## src/pkg/adc_seq_map.svh

```systemverilog
/*
  offsets, field positions, reset values and timing counts of the
  conversion sequencer; assumes a 32-bit APB slave with byte addresses.
*/
// How it works
// - fixed mode converts the one input picked by the channel field
// - scan mode walks AN0 or AN4 upward to the picked channel
// - after reset scan is off and channel field is zero
// - start by writing the start bit or by enabled trigger falling edge
// - busy flag goes high at start and stays while converting
// - writing start during a conversion restarts it
// - trigger falling edges are ignored while a conversion runs
// - repeat and scan bits together pick one of four modes
// - single modes run once, then set end flag, clear busy, interrupt
// - fixed repeat sets end each time, interrupt each or every fourth
// - scan repeat rescans, end flag and interrupt per scan, busy held
// - clearing repeat ends after the current conversion and clears busy
// - halt stops at once; repeat restarts on release, single stays idle
// - one channel takes 84 states
// - outside fixed repeat results go to the pair of their channel
// - fixed repeat fills pairs 0 to 3 in turn and wraps
// - storage flag set on store, cleared by reading either pair register
// - reading any result clears the end flag
// - result registers are read only
// - upper holds bits 9..2; lower holds bits 1..0, ones, flag
`ifndef ADC_SEQ_MAP_SVH
`define ADC_SEQ_MAP_SVH
`define OFS_MODE0 8'h00
`define OFS_MODE1 8'h04
`define OFS_RES_BASE 8'h08
`define M0_CONV_END_FLAG 7
`define M0_BUSY 6
`define M0_ITM 3
`define M0_RPT 2
`define M0_SCAN 1
`define M0_START 0
`define M1_REF 7
`define M1_IDLE 6
`define M1_TRGE 3
`define M0_RST 4'h0
`define M1_RST 6'h00
`define LOW_ONES 5'h1f
`define CONV_STATES 84
`define FOURTH_CNT 2'h3
`endif

```

## src/pkg/adc_seq_pkg.sv

```systemverilog
/*
  types of the conversion sequencer: states, mode fields, state record;
  assumes adc_seq_map.svh for the numbers.
*/
package adc_seq_pkg;

   // sequencer states, one-hot
   typedef enum logic [2:0] {
      ST_IDLE = 3'b001,
      ST_CONV = 3'b010,
      ST_HALT = 3'b100
   } seq_state_t;

   // software fields of mode control 0
   typedef struct packed {
      logic end_flag;
      logic itm;
      logic rpt;
      logic scan;
   } mode0_t;

   // software fields of mode control 1
   typedef struct packed {
      logic ref_en;
      logic idle_run;
      logic trg_en;
      logic [2:0] ch;
   } mode1_t;

   // whole state of the sequencer top
   typedef struct packed {
      seq_state_t fsm;
      mode0_t m0;
      mode1_t m1;
      logic busy;
      logic [2:0] cur;
      logic [1:0] ptr;
      logic [1:0] icnt;
      logic run_rpt;
      logic trg_prev;
      logic [3:0] stored;
      logic irq;
      logic [31:0] prdata;
      logic pready;
      logic pslverr;
   } seq_reg_t;

endpackage

```

## src/rtl/conv_timer.sv

```systemverilog
/*
  counts the states of one channel conversion and pulses done;
  assumes one state per clock cycle.
*/
`timescale 1ns/1ps
`default_nettype none
`include "adc_seq_map.svh"
module conv_timer #(
   parameter int STATES = `CONV_STATES
) (
   input wire logic clock,
   input wire logic rst_b,
   input wire logic start,
   input wire logic stop,
   output logic done
);
   typedef struct packed {
      logic run;
      logic [7:0] cnt;
      logic done;
   } tmr_t;
   tmr_t s_reg, s_next;

   if (STATES < 2 || STATES > 255) begin : g_bad_states
      $error("conv_timer: STATES out of range");
   end

   // start wins over running, stop wins over all
   always_comb begin
      s_next = s_reg;
      s_next.done = 1'b0;
      if (stop) begin
         s_next.run = 1'b0;
      end else if (start) begin
         s_next.run = 1'b1;
         s_next.cnt = 8'h00;
      end else if (s_reg.run) begin
         if (s_reg.cnt == 8'(STATES - 2)) begin
            s_next.run = 1'b0;
            s_next.done = 1'b1;
         end else begin
            s_next.cnt = s_reg.cnt + 8'h01;
         end
      end
   end

   always_ff @(posedge clock) begin
      if (!rst_b) s_reg <= '0;
      else s_reg <= s_next;
   end

   assign done = s_reg.done;
endmodule // conv_timer
`default_nettype wire

```

## src/rtl/result_mem.sv

```systemverilog
/*
  small result store, one write and one registered read port;
  assumes the caller keeps the storage flags.
*/
`timescale 1ns/1ps
`default_nettype none
module result_mem #(
   parameter int WIDTH = 10,
   parameter int DEPTH = 4
) (
   input wire logic clock,
   input wire logic rst_b,
   input wire logic we,
   input wire logic [$clog2(DEPTH)-1:0] waddr,
   input wire logic [WIDTH-1:0] wdata,
   input wire logic [$clog2(DEPTH)-1:0] raddr,
   output logic [WIDTH-1:0] rdata
);
   typedef struct packed {
      logic [DEPTH-1:0][WIDTH-1:0] mem;
      logic [WIDTH-1:0] rdata;
   } mem_t;
   mem_t s_reg, s_next;

   if (DEPTH < 2 || WIDTH < 1) begin : g_bad_size
      $error("result_mem: size not served");
   end

   // read takes old contents, write lands the same edge
   always_comb begin
      s_next = s_reg;
      s_next.rdata = s_reg.mem[raddr];
      if (we) s_next.mem[waddr] = wdata;
   end

   always_ff @(posedge clock) begin
      if (!rst_b) s_reg <= '0;
      else s_reg <= s_next;
   end

   assign rdata = s_reg.rdata;
endmodule // result_mem
`default_nettype wire

```

## src/rtl/adc_conversion_sequencer.sv

```systemverilog
/*
  control of a 10-bit successive approximation converter with eight
  inputs: mode registers, channel sequencing, result pairs, end pulse.
  assumes an APB master, a comparator that presents a settled code on
  adc_code when a channel's 84 states are over, and halt levels from
  the power manager.
*/
// Chosen here: the APB slave port and the placing of the registers.
`timescale 1ns/1ps
`default_nettype none
`include "adc_seq_map.svh"
module adc_conversion_sequencer #(
   parameter int RES_W = 10,
   parameter int PAIRS = 4
) (
   input wire logic clock,
   input wire logic rst_b,
   input wire logic psel,
   input wire logic penable,
   input wire logic pwrite,
   input wire logic [7:0] paddr,
   input wire logic [31:0] pwdata,
   output logic [31:0] prdata,
   output logic pready,
   output logic pslverr,
   input wire logic ext_trigger_pin,
   input wire logic light_idle_state,
   input wire logic deep_idle_state,
   input wire logic [9:0] adc_code,
   output logic [2:0] analog_channel,
   output logic comparator_run,
   output logic ref_ladder_enable,
   output logic conv_busy_flag,
   output logic conv_end_irq
);

   if (RES_W != 10 || PAIRS != 4) begin : g_bad_param
      $error("adc_conversion_sequencer: only 10 bits and 4 pairs served");
   end

   ////////////////////////////////////////////////////////////////////
   // register index decode

   localparam logic [3:0] IDX_M0 = 4'h0;
   localparam logic [3:0] IDX_M1 = 4'h1;
   localparam logic [3:0] IDX_NONE = 4'hf;

   // 0 mode0, 1 mode1, 2..9 result low/high by pair, 15 unmapped
   function automatic logic [3:0] reg_index(input logic [7:0] a);
      logic [7:0] rel;
      rel = a - `OFS_RES_BASE;
      reg_index = IDX_NONE;
      if (a[1:0] != 2'b00) reg_index = IDX_NONE;
      else if (a == `OFS_MODE0) reg_index = IDX_M0;
      else if (a == `OFS_MODE1) reg_index = IDX_M1;
      else if (a >= `OFS_RES_BASE && rel < 8'h20) begin
         reg_index = 4'(rel[7:2]) + 4'h2;
      end
   endfunction

   // true for a result register index
   function automatic logic is_result(input logic [3:0] i);
      is_result = (i >= 4'h2) && (i <= 4'h9);
   endfunction

   ////////////////////////////////////////////////////////////////////
   // state, timer and result store

   adc_seq_pkg::seq_reg_t s_reg, s_next;
   logic t_start;
   logic t_stop;
   logic t_done;
   logic m_we;
   logic [1:0] m_waddr;
   logic [9:0] m_rdata;
   logic [3:0] idx;
   logic [1:0] rpair;

   assign idx = reg_index(paddr);
   assign rpair = 2'((idx - 4'h2) >> 1); // low and high word of a pair share it

   conv_timer #(
      .STATES(`CONV_STATES)
   ) u_timer (
      .clock(clock),
      .rst_b(rst_b),
      .start(t_start),
      .stop(t_stop),
      .done(t_done)
   );

   result_mem #(
      .WIDTH(RES_W),
      .DEPTH(PAIRS)
   ) u_mem (
      .clock(clock),
      .rst_b(rst_b),
      .we(m_we),
      .waddr(m_waddr),
      .wdata(adc_code),
      .raddr(rpair),
      .rdata(m_rdata)
   );

   ////////////////////////////////////////////////////////////////////
   // next state

   always_comb begin
      logic done_xfer;
      logic wr;
      logic rd;
      logic start_sw;
      logic trg_fall;
      logic hw_trig;
      logic halt;
      logic fixed_rpt;
      logic last;
      logic stopping;
      logic begin_seq;
      logic [2:0] first;
      logic [31:0] rmux;
      done_xfer = 1'b0;
      wr = 1'b0;
      rd = 1'b0;
      start_sw = 1'b0;
      trg_fall = 1'b0;
      hw_trig = 1'b0;
      halt = 1'b0;
      fixed_rpt = 1'b0;
      last = 1'b0;
      stopping = 1'b0;
      begin_seq = 1'b0;
      first = 3'h0;
      rmux = 32'h0000_0000;
      s_next = s_reg;
      s_next.irq = 1'b0;
      t_start = 1'b0;
      t_stop = 1'b0;
      m_we = 1'b0;
      m_waddr = 2'h0;

      // apb: one wait state, then the transfer completes
      done_xfer = psel && penable && s_reg.pready;
      wr = done_xfer && pwrite;
      rd = done_xfer && !pwrite;
      s_next.pready = psel && penable && !s_reg.pready;

      // read data captured one cycle before the completing edge
      case (idx)
         IDX_M0: begin
            rmux[`M0_CONV_END_FLAG] = s_reg.m0.end_flag;
            rmux[`M0_BUSY] = s_reg.busy;
            rmux[`M0_ITM] = s_reg.m0.itm;
            rmux[`M0_RPT] = s_reg.m0.rpt;
            rmux[`M0_SCAN] = s_reg.m0.scan;
         end
         IDX_M1: begin
            rmux[`M1_REF] = s_reg.m1.ref_en;
            rmux[`M1_IDLE] = s_reg.m1.idle_run;
            rmux[`M1_TRGE] = s_reg.m1.trg_en;
            rmux[2:0] = s_reg.m1.ch;
         end
         default: begin
            if (is_result(idx) && !idx[0]) begin
               rmux[7:0] = {m_rdata[1:0], `LOW_ONES, s_reg.stored[rpair]};
            end else if (is_result(idx)) begin
               rmux[7:0] = m_rdata[9:2];
            end
         end
      endcase
      if (s_next.pready) begin
         s_next.prdata = rmux;
         s_next.pslverr = (idx == IDX_NONE);
      end

      // software writes; result registers take none
      if (wr && idx == IDX_M0) begin
         s_next.m0.itm = pwdata[`M0_ITM];
         s_next.m0.rpt = pwdata[`M0_RPT];
         s_next.m0.scan = pwdata[`M0_SCAN];
         start_sw = pwdata[`M0_START];
      end
      if (wr && idx == IDX_M1) begin
         s_next.m1.ref_en = pwdata[`M1_REF];
         s_next.m1.idle_run = pwdata[`M1_IDLE];
         s_next.m1.trg_en = pwdata[`M1_TRGE];
         s_next.m1.ch = pwdata[2:0];
      end

      // reading a result clears its pair flag and the end flag
      if (rd && is_result(idx)) begin
         s_next.stored[rpair] = 1'b0;
         s_next.m0.end_flag = 1'b0;
      end

      // trigger edge only counts when enabled and idle
      s_next.trg_prev = ext_trigger_pin;
      trg_fall = s_reg.trg_prev && !ext_trigger_pin;
      hw_trig = s_reg.m1.trg_en && trg_fall && !s_reg.busy;

      // halt: deep idle always, light idle unless allowed to run
      halt = deep_idle_state || (light_idle_state && !s_reg.m1.idle_run);

      // first channel of a sequence
      first = s_next.m0.scan ? {s_next.m1.ch[2], 2'b00} : s_next.m1.ch;
      fixed_rpt = s_reg.run_rpt && !s_reg.m0.scan;
      last = !s_reg.m0.scan || (s_reg.cur[1:0] == s_reg.m1.ch[1:0])
         || (s_reg.cur[1:0] == 2'b11);
      stopping = s_reg.run_rpt && !s_reg.m0.rpt;

      case (s_reg.fsm)
         adc_seq_pkg::ST_IDLE: begin
            if (!halt && (start_sw || hw_trig)) begin_seq = 1'b1;
         end
         adc_seq_pkg::ST_CONV: begin
            if (halt) begin
               t_stop = 1'b1;
               if (s_reg.run_rpt) begin
                  s_next.fsm = adc_seq_pkg::ST_HALT;
               end else begin
                  s_next.fsm = adc_seq_pkg::ST_IDLE;
                  s_next.busy = 1'b0;
               end
            end else if (start_sw) begin
               begin_seq = 1'b1;
            end else if (t_done) begin
               // store result in its channel's pair, or in pair ptr in fixed repeat
               m_we = 1'b1;
               m_waddr = fixed_rpt ? s_reg.ptr : s_reg.cur[1:0];
               if (fixed_rpt) s_next.ptr = s_reg.ptr + 2'h1;
               if (!last && !stopping) begin
                  s_next.cur = {s_reg.cur[2], s_reg.cur[1:0] + 2'h1};
                  t_start = 1'b1;
               end else begin
                  s_next.m0.end_flag = 1'b1;
                  if (!s_reg.run_rpt || stopping) begin
                     s_next.irq = 1'b1;
                     s_next.busy = 1'b0;
                     s_next.fsm = adc_seq_pkg::ST_IDLE;
                  end else begin
                     s_next.icnt = s_reg.icnt + 2'h1;
                     s_next.irq = s_reg.m0.scan || !s_reg.m0.itm
                        || (s_reg.icnt == `FOURTH_CNT);
                     s_next.cur = first;
                     t_start = 1'b1;
                  end
               end
            end
         end
         adc_seq_pkg::ST_HALT: begin
            if (!halt) begin_seq = 1'b1;
         end
         default: begin
            s_next.fsm = adc_seq_pkg::ST_IDLE;
            s_next.busy = 1'b0;
         end
      endcase

      // begin a sequence from its first channel
      if (begin_seq) begin
         s_next.fsm = adc_seq_pkg::ST_CONV;
         s_next.busy = 1'b1;
         s_next.cur = first;
         s_next.ptr = 2'h0;
         s_next.icnt = 2'h0;
         s_next.run_rpt = s_next.m0.rpt;
         t_start = 1'b1;
      end

      // a store in the same cycle as a read keeps the flag set
      if (m_we) s_next.stored[m_waddr] = 1'b1;
   end

   ////////////////////////////////////////////////////////////////////
   // state register

   always_ff @(posedge clock) begin
      if (!rst_b) begin
         s_reg <= '{fsm: adc_seq_pkg::ST_IDLE, default: '0};
         s_reg.m0 <= `M0_RST;
         s_reg.m1 <= `M1_RST;
      end else begin
         s_reg <= s_next;
      end
   end

   ////////////////////////////////////////////////////////////////////
   // outputs, all straight from flops

   assign prdata = s_reg.prdata;
   assign pready = s_reg.pready;
   assign pslverr = s_reg.pslverr;
   assign analog_channel = s_reg.cur;
   assign comparator_run = s_reg.fsm[1];
   assign ref_ladder_enable = s_reg.m1.ref_en;
   assign conv_busy_flag = s_reg.busy;
   assign conv_end_irq = s_reg.irq;

endmodule // adc_conversion_sequencer
`default_nettype wire

```

## config.mk

```make
export PLATFORM = sky130hd
export DESIGN_NAME = adc_conversion_sequencer
export DESIGN_NICKNAME = d
export VERILOG_FILES = /design/src/pkg/adc_seq_pkg.sv /design/src/rtl/conv_timer.sv /design/src/rtl/result_mem.sv /design/src/rtl/adc_conversion_sequencer.sv
export VERILOG_INCLUDE_DIRS = /design/src /design/src/pkg
export SDC_FILE = /design/constraint.sdc
export NUM_CORES = 1
export LEC_CHECK = 0
export BUFFER_PORTS_ARGS = -buffer_cell sky130_fd_sc_hd__buf_2
export CORE_MARGIN = 3
export CORE_UTILIZATION = 40
export DETAILED_ROUTE_END_ITERATION = 12
export PLACE_DENSITY = 0.67
export SYNTH_ARGS = -nofsm -noshare
export SYNTH_HDL_FRONTEND = slang
export SYNTH_SLANG_ARGS = --single-unit
```

## constraint.sdc

```tcl
create_clock -name clock -period 4.9 [get_ports clock]
set_input_delay 0.245 -clock clock [delete_from_list [all_inputs] [get_ports clock]]
set_output_delay 0.245 -clock clock [all_outputs]
set_load 0.02 [all_outputs]
```

---- Word-level counts from Yosys, hierarchy flattened ----
Index checks and enable logic that the tools add are counted.
word-level totals
  register bits ........................... 98
  bits of input ports ..................... 58
  output and inout port bits .............. 41
  word-level logic and storage cells ...... 227
operators by class
  $add $sub $neg .......................... 7
  $lt $le $gt $ge ......................... 8
  equal/unequal tests ..................... 26
  muxes and demuxes ....................... 82
  bitwise gates (word level) .............. 13
  reductions and logical operators ........ 61
operators with widths
  operator               count
  $bwmux W40             1
  $mux W8                5
  $mux W4                9
  $mux W1                31
  $mux W10               3
  $mux W2                12
  $logic_and A1 B1 Y1    21
  $bmux W10 S2           1
  $demux W10 S2          1
  $reduce_and A5 Y1      4
  $mux W3                6
  $mux W9                2
  $reduce_and A6 Y1      3
  $ne A4 B4 Y1 const B   4
  $mux W7                2
  $logic_not A1 Y1       13
  $pmux W3 S2            2
  $ne A2 B1 Y1 const B   5
  $not A1 Y1             10
  $ne A3 B3 Y1 const B   3
  $add A8 B1 Y8 const B  1
  $eq A8 B3 Y1 const B   1
  $eq A8 B7 Y1 const B   1
  $ge A8 B4 Y1 const B   1
  35 further kinds       55

---- Depth between registers and ports, before layout ----
Gate-level depths: netlist of the first run.
  depth in word-level cells ............... 19
  gate-level depth with buffers ........... 15

---- Cells and area by module ----
Synthesis of the first run repeated with hierarchy kept, for this count alone.
unflattened totals
  cells, all modules ...................... 583
  area, all modules ....................... 5262.5 µm²
modules (own cells, without submodules)
  module                    instances  cells each  area each (µm²)  seq. area each (µm²)
  adc_conversion_sequencer  1          318         2668.8           760.7
  result_mem                1          199         2033.2           1001.0
  conv_timer                1          66          560.5            200.2

---- Least setup slack after synthesis of the first run ----
No wires, ideal clock.
  path type ............................... input to register
  from .................................... input port paddr[3]
  to ...................................... register s_reg, in the netlist prdata[0]
  setup time .............................. 123 ps
  data arrival time ....................... 3392 ps
  data required time ...................... 4777 ps
  path slack .............................. 1385 ps
  stages .................................. 12
  path buffers ............................ 3
  cells stage by stage .................... buf_2 > or3_1 > a2111oi_0 > nand2_1 > clkbuf_1 > ha_1 > clkbuf_1 > inv_1 > mux4_2 > mux2_2 > a221oi_1 > nor2_1
on the way
  word-level cells in the longest chain between the ends .. 12
  elaborated cells between the ends (all ways) .. 24
RTL lines
  item                                                         RTL line                                                         RTL
  from (decl)                                                  adc_conversion_sequencer.sv:21                                   input wire logic [7:0] paddr,
  $sub A8 B4 Y8 (no source line)                               -
  $lt A8 B6 Y1                                                 adc_conversion_sequencer.sv:56                                   else if (a >= `OFS_RES_BASE && rel < 8'h20) begin
  $logic_and A1 B1 Y1                                          adc_conversion_sequencer.sv:56
  $mux W4                                                      adc_conversion_sequencer.sv:56
  $mux W4                                                      adc_conversion_sequencer.sv:55                                   else if (a == `OFS_MODE1) reg_index = IDX_M1;
  $mux W4 *                                                    adc_conversion_sequencer.sv:54                                   else if (a == `OFS_MODE0) reg_index = IDX_M0;
  $mux W4 *                                                    adc_conversion_sequencer.sv:53                                   if (a[1:0] != 2'b00) reg_index = IDX_NONE;
  $sub A3 B2 Y3, or another cell as far along                  adc_conversion_sequencer.sv:80                                   assign rpair = 2'((idx - 4'h2) >> 1);
  $bmux W1 S2 or $logic_and A1 B1 Y1 (tied branches)           adc_conversion_sequencer.sv:165, adc_conversion_sequencer.sv:63
  $mux W1 (implied by the code), or another cell as far along  adc_conversion_sequencer.sv:165                                  rmux[7:0] = {m_rdata[1:0], `LOW_ONES, s_reg.stored[rpair]};
  $mux W8                                                      adc_conversion_sequencer.sv:164                                  if (is_result(idx) && !idx[0]) begin
  $pmux W1 S2 *                                                adc_conversion_sequencer.sv:149                                  case (idx)
  to (signal assigned)                                         adc_conversion_sequencer.sv:283                                  s_reg <= s_next;
  to (decl)                                                    adc_conversion_sequencer.sv:69                                   adc_seq_pkg::seq_reg_t s_reg, s_next;
Every way passes the cells marked *; elsewhere a longest branch is shown, timed or not. The select of a mux whose other input is x is not followed.
A chain may end at the register's enable or synchronous reset.

---- Final worst setup path of the first run ----
  from .................................... input port paddr[3]
  to ...................................... register u_mem.s_reg[46] (netlist bit)
on the way
  word-level cells in the longest chain between the ends .. 18
  elaborated cells between the ends (all ways) .. 26
RTL lines
  item                                                                RTL line                         RTL
  $sub A8 B4 Y8 (no source line)                                      -
  $lt A8 B6 Y1                                                        adc_conversion_sequencer.sv:56
  $logic_and A1 B1 Y1                                                 adc_conversion_sequencer.sv:56
  $mux W4                                                             adc_conversion_sequencer.sv:56
  $mux W4                                                             adc_conversion_sequencer.sv:55
  $mux W4 *                                                           adc_conversion_sequencer.sv:54
  $mux W4 *                                                           adc_conversion_sequencer.sv:53
  $logic_not A4 Y1 *                                                  adc_conversion_sequencer.sv:177  if (wr && idx == IDX_M0) begin
  [... 2 more ...]                                                    -
  $mux W2                                                             adc_conversion_sequencer.sv:224  end else if (start_sw) begin
  $mux W2                                                             adc_conversion_sequencer.sv:216  if (halt) begin
  $mux W2                                                             adc_conversion_sequencer.sv:211  case (s_reg.fsm)
  $lt A2 B3 Y1 (implied by the code) or $ge A2 B1 Y1 (tied branches)  result_mem.sv:33                 if (we) s_next.mem[waddr] = wdata;
  $logic_and A1 B1 Y1 (implied by the code)                           result_mem.sv:33
  $mux W10 (implied by the code)                                      result_mem.sv:33
  $demux W10 S2                                                       -
  $bwmux W40                                                          result_mem.sv:33
  to (signal assigned)                                                result_mem.sv:38                 else s_reg <= s_next;
  to (decl)                                                           result_mem.sv:23                 mem_t s_reg, s_next;
Every way passes the cells marked *; elsewhere a longest branch is shown, timed or not.

==> metrics.md, run 1 <==
| Metric | Value |
|---|---|
| Critical path fanouts, max | `11` |
| Total die area | `14,100 sq um` |
| Final Max Tran Viols | `0` |
| Yosys cell types | `65` |
| Largest family of logic cells by synthesized area | `simple AND/OR/NAND/NOR gates` |
| Post-synthesis register bit count | `98` |
| Die W | `~120 um` |
| Post-route clock period utilization | `0.659` |
| Vias in the first global route | `around 3,800` |
| Final HPWL DP | `between 8000 and 9000 um` |
| Cells after synthesis | `roughly 560` |
| Reg2reg start | `s_reg[53]` |
| Synth Area in Simple Gates | `0.196` |
| I/O pins | `slightly below 100` |
| HP Class | `input port to flop` |
| Max-cap violations | `0` |
| Port bufs | `48` |
| Later-pin clock latency in the skew report | `0.35 ns` |
| Wire per inst | `14.6 um` |
| Outcome | `complete, no violations` |
| Setup Fix Bufs, Post-CTS | `0` |
| Mux contribution to synthesized area | `0.158` |
| Grt peak-use layer | `met2` |
| Crit path largest cell delay | `0.58 ns` |
| Peak supply drop | `approximately 0.00026 V` |
| Largest net degree at the start of global routing | `between 40 and 50` |
| Gpl congestion | `0.819` |
| Fmax | `between 300 and 400 MHz` |
| Aggregate global-route resource usage | `0.161` |
| Drt first pass iters | `5` |
| Slowest-stage cell, CP | `nand2_1` |
| RSZ-0062 raised after global routing | `no` |
| Worst R2R Path Depth | `7` |
| DRC Markers | `0` |
| Synth Area in Adders | `0.0246` |
| CP cell instances | `buf_2 -> inv_1 -> ha_1 -> or3_1 -> or4b_4 -> a311oi_4 -> a31oi_2 -> nand2_1 -> mux2i_1 -> nor2_1` |
| DR iter-0 viols | `252` |
| Synthesized area | `5090 sq um` |
| Max transition margin | `0.362` |
| Post-synthesis compound-gate area fraction | `0.125` |
| Starting density of the core | `0.417` |
| Reg clk slew, reported paths | `around 0.070 ns` |
| Max reg flops | `40` |
| Crit path DAT | `3.45 ns` |
| Routed wire length | `11,000 um` |
| Worst Skew | `0.00795 ns` |
| First-pass GRT wire length | `18,500 um` |
| Reg-to-reg endpoint | `u_mem.s_reg[36]` |
| Routed Antenna Nets | `0` |
| Yosys warns | `0` |
| Post-synth top area cell | `dfxtp_1` |
| Via-to-Cell Ratio | `5.14` |
| GR Util met1 | `0.209` |
| Die Ht | `119 um` |
| Crit. Startpoint | `paddr[3]` |
| Worst-Margin Slew | `roughly 0.95 ns` |
| Mean Syn Cell Area | `9.12 sq um` |
| Clk buf depth | `2` |
| CTS tree | `yes` |
| Cts repair resizes | `0` |
| Non-Filler Instances | `754` |
| CTS Hold Bufs | `0` |
| Setup TNS Final | `0 ns` |
| Reg2reg setup slack | `approximately 2.3 ns` |
| WS Path Type | `input port to flop` |
| Area post-placement | `5260 sq um` |
| Area share of the largest cell type after synthesis | `0.386` |
| Total gr overflow | `0` |
| Syn-to-layout area delta | `9.52%` |
| Rows | `40` |
| EDFF count, synth | `0` |
| CTS root buffer | `clkbuf_16` |
| CP Capture Point | `u_mem.s_reg[46]` |
| Design Area, Final | `5570 sq um` |
| Final net count | `649` |
| Ys flop type | `dfxtp_1` |
| Post-Synth XOR/XNOR Area | `0.0138` |
| Async set-or-reset flop fraction in the synthesized netlist | `0` |
| CP Data Required Time | `5.12 ns` |
| Antenna Diode Count | `0` |
| CTS H-tree lvls | `3` |
| Synth top area cells | `dfxtp_1 39%, mux2i_1 9.6%, nor2_1 5.8%, buf_4 5.6%, mux4_2 4.9%` |
| Startpoint Class | `input port` |
| Inst Count DP | `738` |
| GR Util met3 | `0.0435` |
| Fillers | `~1,200` |
| Seq/Total Area, Yosys | `0.386` |
| Worst setup EP type | `flop` |
| GR Layer Usage met2 | `0.262` |
| Num CTS Buffers | `9` |
| Initial antenna violation count | `0` |
| Share of layout cells above drive strength 1 | `0.174` |
| Post-route minimum period | `3.23 ns` |
| Count of final hold-check violations | `0` |
| LEAKAGE | `2.20 nW` |
| Power per cell area | `294 nW/um^2` |
| Setup violations, final | `0` |
| Clock sink count | `98` |
| Core area | `12,200 sq um` |
| Vias post-DR | `3,879` |
## how the worst min path moves through the flow
stage                          startpoint   endpoint  slack, ns  depth (start not counted)
final                     ext_trigger_pin  s_reg[39]       0.12                          2
after detailed placement        prdata[4]  prdata[4]       0.44                          2
after CTS                 ext_trigger_pin  s_reg[39]       0.12                          2
after floorplan           ext_trigger_pin  s_reg[39]       0.37                          1
after global placement          prdata[4]  prdata[4]       0.44                          2
after global routing      ext_trigger_pin  s_reg[39]       0.13                          2
## per-stage QoR
stage | power [W] | setup WS, ns | hold slack (ns) | util
after detailed placement | 0.000926 | 1.32 | 0.444 | 0.431
final | 0.00164 | 1.67 | 0.123 | 0.456
after global routing | 0.00169 | 1.36 | 0.128 | 0.456
after CTS | 0.00165 | 1.66 | 0.116 | 0.456
after floorplan | 0.000907 | 1.39 | 0.367 | -
after global placement | 0.000923 | 1.37 | 0.441 | 0.431
## cells by family after synthesis
family	count (synthesis)
XOR/XNOR	8
flip-flops	98
AND/OR/NAND/NOR	200
adder cells (fa/ha/maj)	10
multiplexers	65
buffers and inverters	88
other	1
AO/OA/AOI/OAI	88
## where the power goes
group          leakage, nW  internal (W)  total, W  switching, W
Sequential           0.790      0.000800  0.000803    0.00000308
Clock                0.151      0.000405  0.000732      0.000327
Combinational         1.26     0.0000297  0.000104     0.0000747
Total                 2.20       0.00124   0.00164      0.000405
## Yosys cell counts (10+ instances only)
library cell and instances:
o21ai_0 22, buf_4 38, nand3_1 18, nand2_1 23
dfxtp_1 98, inv_1 26, a21oi_1 22, ha_1 10
nor2_1 78, nor3_1 12, mux2i_1 49, and2_1 16
clkbuf_1 17, mux4_2 11
## cell usage in the layout (no fill, tap or decap), types with 5 or more instances in the layout
master,Yosys,final
conb_1,1,24
dfxtp_1,98,98
ha_1,10,10
nor3_1,12,12
inv_1,26,25
or2_2,7,7
xor2_1,6,6
mux4_2,11,11
nand3_1,18,18
nand2_1,23,23
nor2_1,78,78
o21ai_0,22,22
buf_2,3,48
clkbuf_16,0,9
a21oi_1,22,22
nand2b_1,8,8
nand3b_1,5,5
a221oi_1,5,5
nor2b_1,7,7
mux2i_1,49,49
nand4_1,9,9
and2_1,16,16
## final cells by class
cell class,instances,area (sq um),share of cell area
Timing Repair Buffer,51,263,0.0472
Clock buffer,9,225,0.0404
Inverter,26,97.6,0.0175
Multi-Input combinational cell,395,2730,0.489
Clock inverter,7,87.6,0.0157
Tap cell,168,210,0.0377
Sequential cell,98,1960,0.352
## routing by layer
layer | part of all wire | wire, um
met1 | 0.45 | 5020
met5 | 0 | 0
met2 | 0.48 | 5270
met4 | 0.017 | 187
met3 | 0.051 | 562
## critical path, delay by kind of cell
family / cells / cell delay [ns]
mux: 1 / 0.27
compound gates: 2 / 0.76
fa+ha+maj: 1 / 0.35
buf+inv: 2 / 0.26
simple gates: 4 / 1.55
Power figures use the tool's default switching activity.
==> run 2, diff against run 1 <==
--- a/config.mk
+++ b/config.mk
@@ -6,6 +6,7 @@
 export SDC_FILE = /design/constraint.sdc
 export NUM_CORES = 1
 export LEC_CHECK = 0
+export ABC_AREA = 1
 export BUFFER_PORTS_ARGS = -buffer_cell sky130_fd_sc_hd__buf_2
 export CORE_MARGIN = 3
 export CORE_UTILIZATION = 40
==> constraint.sdc (replaced) <==
create_clock -name clock -period 3.14 [get_ports clock]
set_input_delay 0.157 -clock clock [delete_from_list [all_inputs] [get_ports clock]]
set_output_delay 0.157 -clock clock [all_outputs]
set_load 0.02 [all_outputs]
==> run 2 against run 1 <==
Setup slack got worse by 0.92 ns. Via count increased by 8.7%. Non-clock buffer count increased by 2. Routed wire length down 0.63%. Synthesized area rose by 0.66%. Largest cell class unchanged. Highest routed layer is now met5.
==> metrics.md, run 2 <==
| Metric | Value |
|---|---|
| Rows | `40 (unchanged)` |
| First-pass GRT wire length | `18,500 um (+0.11%)` |
| Most instantiated cells after synthesis | `98 x dfxtp_1, 98 x inv_1, 97 x a21oi_1` |
| Routed wire length | `11,000 um (-0.63%)` |
| Worst setup EP type | `flop` |
| RSZ-0062 raised after global routing | `no` |
| DP Worst Slack | `0.477 ns (-0.842 ns)` |
| Most frequent cells in the layout | `98 x inv_1, 98 x dfxtp_1, 97 x a21oi_1` |
| Yosys warns | `0 (unchanged)` |
| Drt first pass iters | `4 (-1)` |
| Max reg flops | `40 (unchanged)` |
| Fmax | `approximately 420 MHz` |
| CTS tree | `yes` |
| Later-pin clock latency in the skew report | `0.34 ns (about the same)` |
| Slowest-stage cell, CP | `nand3_2` |
| Critical Path Most Common Cell | `inv_1` |
| Max-cap violations | `0 (unchanged)` |
| CP cell instances | `inv_1 -> a21oi_1 -> inv_1 -> nor2_1 -> inv_1 -> nor2_1 -> nand2_2 -> inv_2 -> nand3_2 -> o21ai_0 -> a21oi_1` |
| Multi-input gate area | `2400 sq um (-12%)` |
| Share of layout cells above drive strength 1 | `0.146 (-0.0283)` |
| Syn-to-layout area delta | `8.40%` |
| Mux contribution to synthesized area | `0 (-0.158)` |
| Antenna Diode Count | `0 (unchanged)` |
| Post-Synth XOR/XNOR Area | `0.0154 (+0.00162)` |
| Async set-or-reset flop fraction in the synthesized netlist | `0 (unchanged)` |
| Synthesized area | `5120 sq um (+0.66%)` |
| Die W | `119 um (+0.32%)` |
| Synth Area in Adders | `0.0244 (-0.000162)` |
| Count of final hold-check violations | `0 (unchanged)` |
| CTS root buffer | `clkbuf_16` |
| Num CTS Buffers | `9 (unchanged)` |
| Aggregate global-route resource usage | `0.158 (-0.00322)` |
| Final core occ | `0.453 (-0.00349)` |
| Area share of the largest cell type after synthesis | `0.383 (-0.00254)` |
| Peak supply drop | `0.000253 V (-4.0%)` |
| Total gr overflow | `0 (unchanged)` |
| Critical path fanouts, max | `21 (+10)` |
| EDFF count, synth | `0 (unchanged)` |
| Reg clk slew, reported paths | `0.06 ns (about the same)` |
| Post-synthesis register bit count | `98 (unchanged)` |
| Non-Filler Instances | `895 (+19%)` |
| Synth Area in Simple Gates | `0.202 (+0.00579)` |
| Largest net degree at the start of global routing | `65 (+38%)` |
| Yosys cell types | `43 (-34%)` |
| Initial antenna violation count | `1 (+1)` |
| Vias post-DR | `4,216 (+8.7%)` |
| Area post-placement | `5250 sq um (-0.12%)` |
| CTS H-tree lvls | `3 (unchanged)` |
| LEAKAGE | `2.32 nW (+5.6%)` |
| Setup TNS Final | `0 ns (unchanged)` |
| Starting density of the core | `0.418 (+0.00105)` |
| Clock sink count | `98 (unchanged)` |
| Worst-Margin Slew | `0.651 ns (-0.300 ns)` |
| Crit path DAT | `2.60 ns (-0.85 ns)` |
| Vias in the first global route | `3,853 (+2.1%)` |
| Gpl congestion | `0.837 (+2.2%)` |
| I/O pins | `99 (unchanged)` |
| DR iter-0 viols | `261 (+3.6%)` |
| WS Path Type | `flop to flop` |
| Crit path largest cell delay | `0.36 ns (-0.22 ns)` |
| Total die area | `14,200 sq um (+0.63%)` |
| Post-synthesis compound-gate area fraction | `0.210 (+0.0857)` |
| Inst Count DP | `879 (+19%)` |
| Cts repair resizes | `0 (unchanged)` |
| Final WS setup | `0.753 ns (-0.919 ns)` |
| Reg2reg setup slack | `0.75 ns (-1.56 ns)` |
| Power per cell area | `455 nW/um^2 (+54%)` |
| Synth top area cells | `dfxtp_1 38%, a21oi_1 9.5%, inv_1 7.2%, buf_4 5.6%, nand2_1 5.6%` |
| Post-route minimum period | `about 2.4 ns` |
| Outcome | `complete, no violations` |
| Die Ht | `119 um (+0.32%)` |
| Port bufs | `48 (unchanged)` |
| CTS Hold Bufs | `0 (unchanged)` |
| Wire per inst | `12.3 um (-16%)` |
| Post-synth top area cell | `dfxtp_1` |
| Final net count | `790 (+22%)` |
| Setup Fix Bufs, Post-CTS | `0 (unchanged)` |
| CP Data Required Time | `3.35 ns (-1.77 ns)` |
| Via-to-Cell Ratio | `4.71 (-8.4%)` |
| Startpoint Class | `flop` |
| Reg area | `1960 sq um (unchanged)` |
| Mean Syn Cell Area | `7.32 sq um (-20%)` |
| Ys flop type | `dfxtp_1` |
| Max transition margin | `0.565 (+0.204)` |
| Fillers | `1,270 (+7.4%)` |
| Core area | `12,300 sq um (+0.41%)` |
| Worst Skew | `0.00745 ns (-0.000498 ns)` |
| Routed Antenna Nets | `0 (unchanged)` |
| Seq/Total Area, Yosys | `0.383 (-0.00254)` |
| Largest family of logic cells by synthesized area | `compound AO/OA/AOI/OAI gates` |
| DRC Markers | `0 (unchanged)` |
| Cells after synthesis | `700 (+25%)` |
| Final Max Tran Viols | `0 (unchanged)` |
| Design Area, Final | `5550 sq um (-0.36%)` |
| Post-route clock period utilization | `0.760` |
| Setup violations, final | `0 (unchanged)` |
| HP Class | `input port to flop` |
| Clk buf depth | `2 (unchanged)` |
| Final HPWL DP | `7670 um (-4.4%)` |
-- run 2: cell count changes after synthesis, sizes merged, moves of 7 or more --
cell,delta
buf,+7
nor2,-21
mux4,-11
nand2b,-8
inv,+78
a21oi,+79
mux2i,-49
nand4,+7
nand3,+14
and2,-15
nor2b,-7
nand2,+62
o21ai,+71
-- run 2: final cells by class --
class,count,area share
timing repair buffer,53,0.0500
clock inverter,2,0.00631
clock buffer,14,0.0476
sequential,98,0.353
inverter,106,0.0717
tap,168,0.0379
multi-input combinational,454,0.433
-- run 2: kinds of logic after synthesis --
group	count (synthesis)
simple gates	206
compound gates	205
buf+inv	171
flops	98
fa+ha+maj	10
xor+xnor	9
other cells	1
-- run 2: final timing paths --
check,from,to,cells past startpoint
hold reg to reg,u_mem.s_reg[34],u_mem.s_reg[34],2
setup / recovery,s_reg[53],u_mem.s_reg[19],11
setup reg to reg,s_reg[53],u_mem.s_reg[19],11
hold / removal,ext_trigger_pin,s_reg[39],3
-- run 2: report_power, final --
group | total (W) | internal (W) | switching, W
logic | 0.000163 | 0.0000479 | 0.000115
registers | 0.00125 | 0.00125 | 0.00000304
clock network | 0.00111 | 0.000661 | 0.000446
-- run 2: per-layer routing --
metal  track usage  vias up  wire [um]
met5             0        -         11
met1         0.213     1846       5350
li1              -     2270          -
met3        0.0385       15        553
met4        0.0536        2        179
met2         0.247       83       4870
-- run 2: worst max-delay path, delay by kind of cell (launching register included) --
kind,cells,cell delay (ns)
and+or+nand+nor,4,1.00
AOI/OAI and AO/OA,3,0.58
DFF,1,0.34
buffers and inverters,4,0.33
-- run 2: through the flow --
| step | hold slack (ns) | total power (W) |
|---|---|---|
| global placement | 0.358 | 0.00144 |
| detailed placement | 0.372 | 0.00144 |
| floorplan | 0.250 | 0.00142 |
| global route | 0.0237 | 0.00263 |
| finish | 0.0228 | 0.00252 |
| CTS | 0.0140 | 0.00255 |
==> run 3, diff against run 2 <==
--- a/config.mk
+++ b/config.mk
@@ -11,7 +11,7 @@
 export CORE_MARGIN = 3
 export CORE_UTILIZATION = 40
 export DETAILED_ROUTE_END_ITERATION = 12
-export PLACE_DENSITY = 0.67
+export PLACE_DENSITY = 0.69
 export SYNTH_ARGS = -nofsm -noshare
 export SYNTH_HDL_FRONTEND = slang
 export SYNTH_SLANG_ARGS = --single-unit
==> constraint.sdc (replaced) <==
create_clock -name clock -period 1.97 [get_ports clock]
set_input_delay 0.0985 -clock clock [delete_from_list [all_inputs] [get_ports clock]]
set_output_delay 0.0985 -clock clock [all_outputs]
set_load 0.02 [all_outputs]
==> run 3 against run 2 <==
Cell area up 12%. Clock power up 64%. Sequential share of layout area down 3.6 points.
==> metrics.md, run 3 (synthesis results as in run 2) <==
| Metric | Value |
|---|---|
| Total gr overflow | `0 (unchanged)` |
| Clock share of power | `0.443 (+0.004)` |
| Worst setup EP type | `flop` |
| Internal Power | `0.00316 W (+61%)` |
| HP Class | `input port to flop` |
| RSZ-0062 raised after global routing | `yes` |
| Max-cap violations | `0 (unchanged)` |
| Post-route minimum period | `1.81 ns (-0.580 ns)` |
| Final core occ | `0.505 (+0.0522)` |
| Count of final hold-check violations | `0 (unchanged)` |
| Net Sw Power | `0.000949 W (+68%)` |
| DR iter-0 viols | `298 (+14%)` |
| Slowest-stage cell, CP | `dfxtp_2` |
| Num CTS Buffers | `9 (unchanged)` |
| Max reg flops | `40 (unchanged)` |
| First-pass GRT wire length | `19,200 um (+3.7%)` |
| Syn-to-layout area delta | `20.9%` |
| Power share of the combinational group | `0.070 (+0.006)` |
| Startpoint Class | `flop` |
| Via-to-Cell Ratio | `4.72 (+0.19%)` |
| Rows | `40 (unchanged)` |
| Peak supply drop | `0.000380 V (+50%)` |
| Worst R2R Path Depth | `13 (+2)` |
| Fmax | `554 MHz (+32%)` |
| CP top delay family | `simple AND/OR/NAND/NOR gates` |
| Most frequent cells in the layout | `98 x inv_1, 97 x dfxtp_1, 95 x a21oi_1` |
| Routed Antenna Nets | `0 (unchanged)` |
| Die W | `119 um (unchanged)` |
| Cell count along the critical path | `13 (+2)` |
| CTS tree | `yes` |
| Commonest non-fill, non-tap cell in the layout | `inv_1` |
| Sequential fraction of design power | `0.487 (-0.010)` |
| Worst Skew | `0.00925 ns (+0.00180 ns)` |
| Share of layout cells above drive strength 1 | `0.229 (+0.0829)` |
| Crit path buf inv count | `5 (+1)` |
| Clk buf depth | `2 (unchanged)` |
| Port bufs | `48 (unchanged)` |
| Critical path fanouts, max | `6 (-71%)` |
| Reg2reg start | `s_reg[53]` |
| Critical Path Most Common Cell | `inv_1` |
| Largest net degree at the start of global routing | `41 (-37%)` |
| Vias in the first global route | `3,954 (+2.6%)` |
| Final HPWL DP | `8680 um (+13%)` |
| Power per cell area | `663 nW/um^2 (+46%)` |
| Die Ht | `119 um (unchanged)` |
| Initial antenna violation count | `1 (unchanged)` |
| Vias post-DR | `4,507 (+6.9%)` |
| Routed wire length | `11,800 um (+7.6%)` |
| Reg-to-reg endpoint | `u_timer.s_reg[7]` |
| Wire per inst | `12.4 um (+0.87%)` |
| Reg2reg setup slack | `0.16 ns (-0.59 ns)` |
| Crit path DAT | `2.04 ns (-0.56 ns)` |
| WS Path Type | `flop to flop` |
| Setup violations, final | `0 (unchanged)` |
| Core area | `12,300 sq um (unchanged)` |
| Sw frac | `0.231 (+0.00770)` |
| Aggregate global-route resource usage | `0.163 (+0.00496)` |
| Total die area | `14,200 sq um (unchanged)` |
| Outcome | `complete, no violations` |
| Post-route clock period utilization | `0.917 (+0.157)` |
| Later-pin clock latency in the skew report | `0.34 ns (about the same)` |
| Gpl congestion | `0.843 (+0.75%)` |
| Setup TNS Final | `0 ns (unchanged)` |
| CP cell instances | `inv_1 -> a21oi_2 -> inv_1 -> nor2_2 -> inv_1 -> nor2_4 -> buf_4 -> nand3_2 -> nand4_4 -> buf_4 -> nand3_2 -> nand2_1 -> nor2_2` |
| I/O pins | `99 (unchanged)` |
| CP Capture Point | `u_timer.s_reg[7]` |
| Final Max Tran Viols | `0 (unchanged)` |
| CP Data Required Time | `2.21 ns (-1.14 ns)` |
| DRC Markers | `0 (unchanged)` |
| Antenna Diode Count | `0 (unchanged)` |
| Fillers | `1,210 (-4.7%)` |
| LEAKAGE | `2.67 nW (+15%)` |
| Drt first pass iters | `4 (unchanged)` |
| CTS root buffer | `clkbuf_16` |
| CTS H-tree lvls | `3 (unchanged)` |
| Reg clk slew, reported paths | `0.07 ns (about the same)` |
| Crit. Startpoint | `s_reg[53]` |
| Clock sink count | `98 (unchanged)` |
| Starting density of the core | `0.418 (unchanged)` |
| Crit path largest cell delay | `0.33 ns (-0.03 ns)` |
| Final net count | `850 (+7.6%)` |
[run 3: cell count changes in the layout (fill, tap and decap cells not counted), moves of 3 or more]
cell     before  now
buf_12        0    8
buf_4         5   53
nand2_1      76   72
nand2_2       5    8
nor2_1       51   47
o21ai_0      55   50
o21ai_1      37   42
[run 3: worst min-delay path by stage]
stage,slack [ns],depth (start not counted),start,endpoint
CTS,0.04,3,pwdata[6],s_reg[53]
finish,0.03,3,pwdata[3],s_reg[52]
global placement,0.30,3,ext_trigger_pin,s_reg[39]
floorplan,0.19,2,ext_trigger_pin,s_reg[39]
global route,0.06,3,pwdata[3],s_reg[52]
detailed placement,0.31,3,ext_trigger_pin,s_reg[39]
[run 3: area by class of cell]
cell class | instances | area, sq um | share of cell area
repair buffers | 113 | 841 | 0.136
inverters | 106 | 398 | 0.0643
well taps | 168 | 210 | 0.0339
clock buffers | 12 | 256 | 0.0414
multi-input cells | 454 | 2470 | 0.398
flip-flops and latches | 98 | 1960 | 0.317
clock inverters | 4 | 56.3 | 0.00909
[run 3: layer usage]
| layer | GRT usage | part of all wire | routed length, um |
|---|---|---|---|
| met1 | 0.229 | 0.48 | 5700 |
| met2 | 0.254 | 0.46 | 5450 |
| met5 | 0 | 0.00059 | 7 |
| met4 | 0.0442 | 0.0083 | 98 |
| met3 | 0.0328 | 0.046 | 545 |
[run 3: worst register-to-register path: cells and delay by family (launching register included)]
kind            cells  cell delay, ns
simple gates        7            0.66
buf+inv             5            0.53
flops               1            0.33
compound gates      1            0.18
[run 3: timing repair]
action,in CTS,in global routing
pin swaps,0,6
resized for setup,1,23
buffers inserted,0,3
endpoints found under the setup margin,12,68
gates cloned,0,0
hold buffers,2,0
endpoints found under the hold margin,2,0
[run 3: power by group through the flow]
| stage | Combinational [W] | Sequential [W] | Clock, W |
|---|---|---|---|
| final | 0.000287 | 0.00200 | 0.00182 |
| after detailed placement | 0.000277 | 0.00204 | 0 |
| after global routing | 0.000321 | 0.00200 | 0.00194 |
| after floorplan | 0.000216 | 0.00205 | 0 |
| after global placement | 0.000275 | 0.00204 | 0 |
| after CTS | 0.000282 | 0.00200 | 0.00186 |
[run 3: through the flow]
step	instance area, sq um	instances	total power [W]	worst slack, ns	hold slack [ns]
floorplan	5210	723	0.00226	0.00269	0.192
global placement	5770	934	0.00232	-0.146	0.304
detailed placement	5770	934	0.00232	-0.169	0.306
CTS	6100	952	0.00414	0.0202	0.0357
global route	6190	955	0.00426	-0.0352	0.0601
finish	6190	955	0.00411	0.163	0.0338
